===== config.mk =====
export PLATFORM = sky130hd
export DESIGN_NAME = multi_port_io_block
export DESIGN_NICKNAME = d
export VERILOG_FILES = /design/src/shared/multi_port_io_pkg.sv /design/src/rtl/multi_port_io_block.sv
export SDC_FILE = /design/constraint.sdc
export NUM_CORES = 1
export LEC_CHECK = 0
export ABC_CLOCK_PERIOD_IN_PS = 2600
export BUFFER_PORTS_ARGS = -buffer_cell sky130_fd_sc_hd__buf_2
export CORE_MARGIN = 10
export CORE_UTILIZATION = 51
export DETAILED_ROUTE_END_ITERATION = 16
export PLACE_DENSITY_LB_ADDON = 0.2
export SLEW_MARGIN = 10
export SYNTH_ARGS = -nofsm -noshare
export SYNTH_HDL_FRONTEND = slang
export SYNTH_SLANG_ARGS = --single-unit
export TNS_END_PERCENT = 20

===== constraint.sdc =====
create_clock -name ref_clk -period 2.6 [get_ports ref_clk]
set_input_delay 0.52 -clock ref_clk [delete_from_list [all_inputs] [get_ports ref_clk]]
set_output_delay 0.52 -clock ref_clk [all_outputs]
set_load 0.1 [all_outputs]

===== src/shared/multi_port_io_pkg.sv =====
// Summary of operation
// Software must set third-port bit 2 direction.
// Reset leaves third-port bit 2 inaccessible.
// Access pin high: third port cleared to 00H.
// Access pin low: third port bit 1 secondary.
// Third-port read: pin if input, else latch.
// Read-modify-write uses read selection, writes latch.
// Fourth port: output bits drive latch value.
// Fourth port secondary output carries memory address.
// Input with function select enables pull-up.
// Fourth port resets 00H or FFH by access pin.
// Fourth-port read: pin if input, else latch.
// Sixth port drives latch when output, select clear.
// Sixth-port inputs feed the external interrupt lines.
// Sixth port secondary output drives constant zero.
// Sixth port always resets to 00H input.
// Sixth-port read: pin, latch, or zero.
// Four reset sources all initialise port registers.
// Unimplemented register bits read as zero.
// Access pin level is sampled during reset.
package multi_port_io_pkg;

   localparam logic [7:0] OFS_P3_DATA = 8'h00;
   localparam logic [7:0] OFS_P3_DIR = 8'h04;
   localparam logic [7:0] OFS_P3_FSEL = 8'h08;
   localparam logic [7:0] OFS_P4_DATA = 8'h0c;
   localparam logic [7:0] OFS_P4_DIR = 8'h10;
   localparam logic [7:0] OFS_P4_FSEL = 8'h14;
   localparam logic [7:0] OFS_P6_DATA = 8'h18;
   localparam logic [7:0] OFS_P6_DIR = 8'h1c;
   localparam logic [7:0] OFS_P6_FSEL = 8'h20;
   localparam logic [7:0] OFS_P3_RMW = 8'h24;
   localparam logic [7:0] OFS_P4_RMW = 8'h28;
   localparam logic [7:0] OFS_P6_RMW = 8'h2c;
   localparam logic [7:0] OFS_STATUS = 8'h30;

   // Implemented bit masks; all other positions read as zero.
   localparam logic [7:0] P3_MASK = 8'h0e;
   localparam logic [7:0] P4_MASK = 8'hff;
   localparam logic [7:0] P6_MASK = 8'h0f;

   localparam int P3_GUARDED_BIT = 2;

   localparam logic [7:0] RST_ZERO = 8'h00;
   localparam logic [7:0] P3_RST_EA_LOW = 8'h02;
   localparam logic [7:0] P4_RST_EA_LOW = 8'hff;

   // Read-modify-write command word: mask in the low byte, operation above.
   localparam int RMW_OP_LSB = 8;
   localparam logic [1:0] RMW_OR = 2'h0;
   localparam logic [1:0] RMW_ANDN = 2'h1;
   localparam logic [1:0] RMW_XOR = 2'h2;
   localparam logic [1:0] RMW_ADD = 2'h3;

   localparam int STAT_EA_BIT = 0;
   localparam int STAT_P3_LOCK_BIT = 1;

   typedef struct packed {
      logic [7:0] out;
      logic [7:0] oe;
      logic [7:0] pull_up;
   } pin_drive_t;

   typedef struct packed {
      logic [7:0] data;
      logic [7:0] dir;
      logic [7:0] fsel;
   } port_regs_t;

endpackage


===== src/rtl/multi_port_io_block.sv =====
// Decided for this implementation: the register addresses and register access over APB.
module multi_port_io_block
   import multi_port_io_pkg::*;
(
   input wire logic ref_clk,
   input wire logic rst,
   input wire logic break_instruction,
   input wire logic watchdog_overflow,
   input wire logic opcode_trap,
   input wire logic external_access_pin,
   input wire logic psel,
   input wire logic penable,
   input wire logic pwrite,
   input wire logic [7:0] paddr,
   input wire logic [31:0] pwdata,
   output logic [31:0] prdata,
   output logic pready,
   output logic pslverr,
   input wire logic [7:0] port_three_pin_in,
   input wire logic [7:0] port_three_alt_out,
   output pin_drive_t port_three_pins,
   input wire logic [7:0] port_four_pin_in,
   input wire logic [7:0] ext_mem_addr,
   output pin_drive_t port_four_pins,
   input wire logic [7:0] port_six_pin_in,
   output pin_drive_t port_six_pins,
   output logic ext_interrupt_in_zero,
   output logic ext_interrupt_in_one,
   output logic ext_interrupt_in_two,
   output logic ext_interrupt_in_three
);

   port_regs_t p3_reg;
   port_regs_t p4_reg;
   port_regs_t p6_reg;
   logic init_pending_reg;
   logic ea_sample_reg;
   logic [31:0] prdata_reg;
   logic sync_reset;
   logic reset_load;
   logic ea_level;
   logic wr_en;
   logic [7:0] p3_read;
   logic [7:0] p4_read;
   logic [7:0] p6_read;
   logic [7:0] rd_sel;
   logic rd_hit;

   // Per-bit read selection; zero_on_alt returns 0 where both dir and fsel are set.
   function automatic logic [7:0] port_read(input logic [7:0] pin, input port_regs_t r,
                                            input logic [7:0] mask, input logic zero_on_alt);
      logic [7:0] v;
      v = (pin & ~r.dir) | (r.data & r.dir);
      if (zero_on_alt)
      begin
         v = v & ~(r.dir & r.fsel);
      end
      return v & mask;
   endfunction

   function automatic logic [7:0] rmw_result(input logic [7:0] cur, input logic [31:0] cmd,
                                             input logic [7:0] mask);
      logic [7:0] m;
      logic [7:0] r;
      m = cmd[7:0];
      case (cmd[RMW_OP_LSB +: 2])
         RMW_OR: r = cur | m;
         RMW_ANDN: r = cur & ~m;
         RMW_XOR: r = cur ^ m;
         RMW_ADD: r = 8'(cur + m);
         default: r = cur;
      endcase
      return r & mask;
   endfunction

   function automatic port_regs_t reset_value(input logic [7:0] dir_fsel);
      port_regs_t v;
      v.data = RST_ZERO;
      v.dir = dir_fsel;
      v.fsel = dir_fsel;
      return v;
   endfunction

   // The break, watchdog and trap sources arrive as synchronous pulses.
   assign sync_reset = break_instruction | watchdog_overflow | opcode_trap;
   assign reset_load = init_pending_reg | sync_reset;
   assign ea_level = init_pending_reg ? ea_sample_reg : external_access_pin;
   assign wr_en = psel & penable & pwrite;

   // Without an async reset this flop keeps following the pin while reset is held,
   // so the value used at release was captured cleanly by a clocked process.
   always_ff @(posedge ref_clk)
   begin
      if (rst | init_pending_reg | sync_reset)
      begin
         ea_sample_reg <= external_access_pin;
      end
   end

   always_ff @(posedge ref_clk or posedge rst)
   begin
      if (rst)
      begin
         init_pending_reg <= 1'b1;
      end
      else
      begin
         init_pending_reg <= 1'b0;
      end
   end

   assign p3_read = port_read(port_three_pin_in, p3_reg, P3_MASK, 1'b0);
   assign p4_read = port_read(port_four_pin_in, p4_reg, P4_MASK, 1'b0);
   assign p6_read = port_read(port_six_pin_in, p6_reg, P6_MASK, 1'b1);

   // Third port: the async reset clears everything, which already leaves bit 2 of the
   // direction at its inaccessible setting; the access-pin-dependent load follows.
   always_ff @(posedge ref_clk or posedge rst)
   begin
      if (rst)
      begin
         p3_reg <= reset_value(RST_ZERO);
      end
      else if (reset_load)
      begin
         p3_reg <= reset_value(ea_level ? RST_ZERO : P3_RST_EA_LOW);
      end
      else if (wr_en)
      begin
         case (paddr)
            OFS_P3_DATA: p3_reg.data <= pwdata[7:0] & P3_MASK;
            OFS_P3_DIR: p3_reg.dir <= pwdata[7:0] & P3_MASK;
            OFS_P3_FSEL: p3_reg.fsel <= pwdata[7:0] & P3_MASK;
            OFS_P3_RMW: p3_reg.data <= rmw_result(p3_read, pwdata, P3_MASK);
            default: p3_reg <= p3_reg;
         endcase
      end
   end

   always_ff @(posedge ref_clk or posedge rst)
   begin
      if (rst)
      begin
         p4_reg <= reset_value(RST_ZERO);
      end
      else if (reset_load)
      begin
         p4_reg <= reset_value(ea_level ? RST_ZERO : P4_RST_EA_LOW);
      end
      else if (wr_en)
      begin
         case (paddr)
            OFS_P4_DATA: p4_reg.data <= pwdata[7:0];
            OFS_P4_DIR: p4_reg.dir <= pwdata[7:0];
            OFS_P4_FSEL: p4_reg.fsel <= pwdata[7:0];
            OFS_P4_RMW: p4_reg.data <= rmw_result(p4_read, pwdata, P4_MASK);
            default: p4_reg <= p4_reg;
         endcase
      end
   end

   always_ff @(posedge ref_clk or posedge rst)
   begin
      if (rst)
      begin
         p6_reg <= reset_value(RST_ZERO);
      end
      else if (reset_load)
      begin
         p6_reg <= reset_value(RST_ZERO);
      end
      else if (wr_en)
      begin
         case (paddr)
            OFS_P6_DATA: p6_reg.data <= pwdata[7:0] & P6_MASK;
            OFS_P6_DIR: p6_reg.dir <= pwdata[7:0] & P6_MASK;
            OFS_P6_FSEL: p6_reg.fsel <= pwdata[7:0] & P6_MASK;
            OFS_P6_RMW: p6_reg.data <= rmw_result(p6_read, pwdata, P6_MASK);
            default: p6_reg <= p6_reg;
         endcase
      end
   end

   // Pin drive per bit; unimplemented bits never drive and never pull up.
   genvar g;
   generate
      for (g = 0; g < 8; g++)
      begin : g_pins
         always_comb
         begin
            port_three_pins.oe[g] = p3_reg.dir[g] & P3_MASK[g];
            port_three_pins.out[g] = p3_reg.fsel[g] ? port_three_alt_out[g] : p3_reg.data[g];
            port_three_pins.pull_up[g] = ~p3_reg.dir[g] & p3_reg.fsel[g] & P3_MASK[g];
            port_four_pins.oe[g] = p4_reg.dir[g];
            port_four_pins.out[g] = p4_reg.fsel[g] ? ext_mem_addr[g] : p4_reg.data[g];
            port_four_pins.pull_up[g] = ~p4_reg.dir[g] & p4_reg.fsel[g];
            port_six_pins.oe[g] = p6_reg.dir[g] & P6_MASK[g];
            port_six_pins.out[g] = p6_reg.data[g] & ~p6_reg.fsel[g];
            port_six_pins.pull_up[g] = ~p6_reg.dir[g] & p6_reg.fsel[g] & P6_MASK[g];
         end
      end
   endgenerate

   // Interrupt inputs share the ordinary input path and are blocked while driving.
   assign ext_interrupt_in_zero = port_six_pin_in[0] & ~p6_reg.dir[0];
   assign ext_interrupt_in_one = port_six_pin_in[1] & ~p6_reg.dir[1];
   assign ext_interrupt_in_two = port_six_pin_in[2] & ~p6_reg.dir[2];
   assign ext_interrupt_in_three = port_six_pin_in[3] & ~p6_reg.dir[3];

   always_comb
   begin
      rd_hit = 1'b1;
      case (paddr)
         OFS_P3_DATA: rd_sel = p3_read;
         OFS_P3_DIR: rd_sel = p3_reg.dir;
         OFS_P3_FSEL: rd_sel = p3_reg.fsel;
         OFS_P4_DATA: rd_sel = p4_read;
         OFS_P4_DIR: rd_sel = p4_reg.dir;
         OFS_P4_FSEL: rd_sel = p4_reg.fsel;
         OFS_P6_DATA: rd_sel = p6_read;
         OFS_P6_DIR: rd_sel = p6_reg.dir;
         OFS_P6_FSEL: rd_sel = p6_reg.fsel;
         OFS_P3_RMW: rd_sel = p3_read;
         OFS_P4_RMW: rd_sel = p4_read;
         OFS_P6_RMW: rd_sel = p6_read;
         OFS_STATUS:
         begin
            rd_sel = 8'h00;
            rd_sel[STAT_EA_BIT] = ea_sample_reg;
            rd_sel[STAT_P3_LOCK_BIT] = ~p3_reg.dir[P3_GUARDED_BIT];
         end
         default:
         begin
            rd_sel = 8'h00;
            rd_hit = 1'b0;
         end
      endcase
   end

   // Read data is captured in the setup cycle so that it leaves a flip-flop.
   always_ff @(posedge ref_clk or posedge rst)
   begin
      if (rst)
      begin
         prdata_reg <= 32'h0000_0000;
      end
      else if (psel & ~penable)
      begin
         prdata_reg <= {24'h00_0000, rd_sel};
      end
   end

   assign prdata = prdata_reg;
   assign pready = psel & penable;
   assign pslverr = psel & penable & ~rd_hit;

endmodule


==> summary.md <==
| Metric | Value |
|---|---|
| Worst rel slew slack | `0.5828` |
| Final Setup Violations | `0` |
| Worst path cell trace | `mux2i_2 > inv_1 > ha_2 > fa_1 > mux4_2 > mux2_2 > mux2i_1 > nor2_1` |
| Largest buffer count on any clock path | `2` |
| Power per cell area | `467.3 nW/um2` |
| Count of buffers added by post-CTS timing repair for setup | `0` |
| Post-route insts no fill | `862` |
| Worst Path Max Fanout | `2` |
| Antenna violation net count after detailed routing | `0` |
| Final Util | `0.6105` |
| Total gr overflow | `0` |
| Flip-flop count of the largest register, all copies and words added | `16` |
| Overall die area | `14590 um2` |
| I/O Buffers | `111` |
| Number of DRC violations after detailed routing | `0` |
| Most frequent cells in the layout | `110 x sky130_fd_sc_hd__buf_2, 53 x sky130_fd_sc_hd__dfrtp_1, 52 x sky130_fd_sc_hd__conb_1, 49 x sky130_fd_sc_hd__nor2_1, 45 x sky130_fd_sc_hd__buf_4` |
| Clock sink total | `55` |
| Share of flip-flops with an asynchronous set or reset after synthesis | `0.9818` |
| Worst setup margin | `96.25 ps` |
| Max H-tree Level | `2` |
| Actual transition at the worst max-transition pin | `620.6 ps` |
| Final #Nets | `861` |
| Synthesis-stage register bit count | `55` |
| First-pass GRT wire length | `26320 um` |
| DP Cell Count | `854` |
| Critical path data arrival time | `2730 ps` |
| Number of different library cells in the post-synthesis netlist | `72` |
| Max Clock Skew | `7.164 ps` |
| Peak per-stage delay on the critical path | `470 ps` |
| Multi-input gate area in the final layout | `3318 um2` |
| Type of element launching the critical path | `flop` |
| Result of the run | `completed` |
| Endpoint required time on the critical path | `2820 ps` |
| Area occupied by registers | `1383 um2` |
| Number of warnings reported in the yosys synthesis log | `0` |
| Last weighted congestion value of the routability-driven placer | `0.9426` |
| Final number of max-transition violations | `0` |
| Top flip-flop cell by instance count after synthesis | `sky130_fd_sc_hd__dfrtp_1` |
| Global-route usage over all layers | `0.2229` |
| Part of the cycle the worst path needs | `0.9630` |
| Total inserted antenna cells | `0` |
| Nature of the critical path endpoint | `flop` |
| Post-Synthesis Cells | `607` |
| Reg2Reg Launch Point | `port_three_pins[9]` |
| Static power due to leakage | `0.003022 uW` |
| Number of hold-slack violations in the final timing report | `0` |
| Proportion of layout cells with a drive suffix above 1 | `0.2826` |
| Maximum clock frequency | `0.3994 GHz` |
| Share of the yosys chip area belonging to registers | `0.2668` |
| Number of vias per cell after detailed routing | `5.653` |
| Initial core utilization | `0.5277` |
| Peak supply drop | `0.2614 mV` |
| Synth-to-Final Area Change | `15.70%` |
| Quantity of hold-fixing buffers added after cts | `0` |
| Max-cap violations | `0` |
| Cell at the root of the clock tree | `sky130_fd_sc_hd__clkbuf_8` |
| Number of cells on the worst reg-to-reg path | `8` |
| First-pass iteration count of the detailed router | `5` |
| Avg Synthesized Cell Area | `8.536 um2` |
| Number of enable-type register cells in the synthesized netlist | `1` |
| Total CTS buffers | `5` |
| Worst path slowest cell | `sky130_fd_sc_hd__mux4_2` |
| Die span in x | `120.8 um` |
| Total standard cell area after synthesis | `5181 um2` |
| Initial antenna violation count | `0` |
| Worst Path Class, Setup | `reg2reg` |
| Fillers | `905` |
| Detailed placement HPWL | `13790 um` |
| Most frequent standard cell in the layout excluding fill and tap cells | `sky130_fd_sc_hd__buf_2` |
| Clock period minus final worst setup slack | `2504 ps` |
| Die Height | `120.8 um` |
| Post-Route Hold Slack | `44.25 ps` |
| Number of primary I/O pins | `199` |
| Critical R2R Capture | `p3_reg[18]` |
| Clk_lat worst skew | `330 ps` |
| CTS tree | `built` |
| Total Routed Length | `16890 um` |
| Row count | `36` |
| Core area | `9819 um2` |
| Setup slack on the worst flop-to-flop path | `100 ps` |
| Initial detailed-routing violation count | `436` |
| Cts repair resizes | `0` |
| Vias in the first global route | `4892` |
| CTS clk-pin slew, worst paths | `110 ps` |
| Overall via count from detail_route | `4873` |
| Mean routed wirelength per cell | `19.59 um` |
| Largest net degree at the start of global routing | `31` |
| Post-place setup slack | `-115.8 ps` |
| Worst Hold Class | `in2async` |
## worst max-delay path by stage
stage,startpoint,endpoint,slack [ps],cells past startpoint
finish,port_three_pins[9],p3_reg[18],100,8
global placement,port_three_pin_in[1],p3_reg[18],-60,9
floorplan,penable,pslverr,-50,3
CTS,p3_reg[17],p3_reg[18],40,8
detailed placement,port_three_pin_in[1],p3_reg[18],-120,9
global route,port_three_pins[9],p3_reg[18],-20,8
## worst max-delay path, delay by kind of cell (launching register included)
family | cells | cell delay, ps
muxes | 4 | 1200
adders and majority gates | 2 | 620
DFF | 1 | 410
buffers and inverters | 1 | 120
and+or+nand+nor | 1 | 60
## power breakdown
| group | total (uW) | internal, uW | switching, uW |
|---|---|---|---|
| clock network | 520 | 199 | 320 |
| logic | 1340 | 277 | 1060 |
| registers | 944 | 897 | 47.0 |
| total | 2800 | 1370 | 1430 |
## cell type report
cell class                 count  share of cell area
clock inverter                 3            0.004383
timing repair buffer         156              0.1515
sequential                    55              0.2306
multi-input combinational    477              0.5535
tap                          133             0.02776
inverter                      33             0.02066
clock buffer                   5             0.01148
## cell usage after synthesis, drive strengths merged, types with 3 or more instances
library cell / n / area [um2]
nor4b: 3 / 32.53
xor2: 3 / 26.28
o22ai: 4 / 31.28
nand3: 21 / 105.1
a22o: 5 / 43.79
a21o: 4 / 37.53
nand2: 40 / 150.1
or4: 4 / 33.78
mux2i: 27 / 270.3
a31oi: 9 / 56.30
nor3: 8 / 45.04
buf: 74 / 535.5
a221oi: 6 / 52.55
nor2b: 30 / 187.7
nor2: 50 / 204.0
nor3b: 4 / 35.03
o31a: 3 / 26.28
a21oi: 44 / 220.2
nand2b: 3 / 18.77
ha: 42 / 525.5
o211ai: 5 / 37.54
and2: 4 / 25.02
o31ai: 4 / 30.03
nor4: 3 / 31.28
mux4: 4 / 90.09
mux2: 15 / 168.9
clkbuf: 19 / 72.56
dfrtp: 53 / 1326
a32oi: 4 / 35.03
inv: 32 / 120.1
and3: 4 / 25.02
nand4: 7 / 43.79
a211oi: 6 / 50.05
o21ai: 28 / 140.1
or3: 4 / 25.02
## routing by layer
metal	share of wire	GRT usage
met4	0.011	0.04977
met5	0	0
met1	0.43	0.2907
met3	0.090	0.05584
met2	0.46	0.3632
## through the flow
stage               setup TNS [ps]  cell area, um2  total power, uW
finish                           0            5995             2802
global route                -16.12            5995             2905
CTS                              0            5988             2798
detailed placement          -115.8            5893             2286
global placement            -61.01            5893             2267
floorplan                   -87.92            5426             2094
## logic make-up (layout without fill, tap and decap cells)
group	after synthesis	count (layout)	share of synthesized area
compound gates	137	137	0.1727
xor+xnor	3	3	0.005072
fa+ha+maj	44	44	0.1092
buf+inv	126	197	0.1413
flops	55	55	0.2668
mux	46	46	0.1021
other cells	1	52	0.0007238
simple gates	195	195	0.2021
Note: power is estimated with default switching activity, not from simulation.
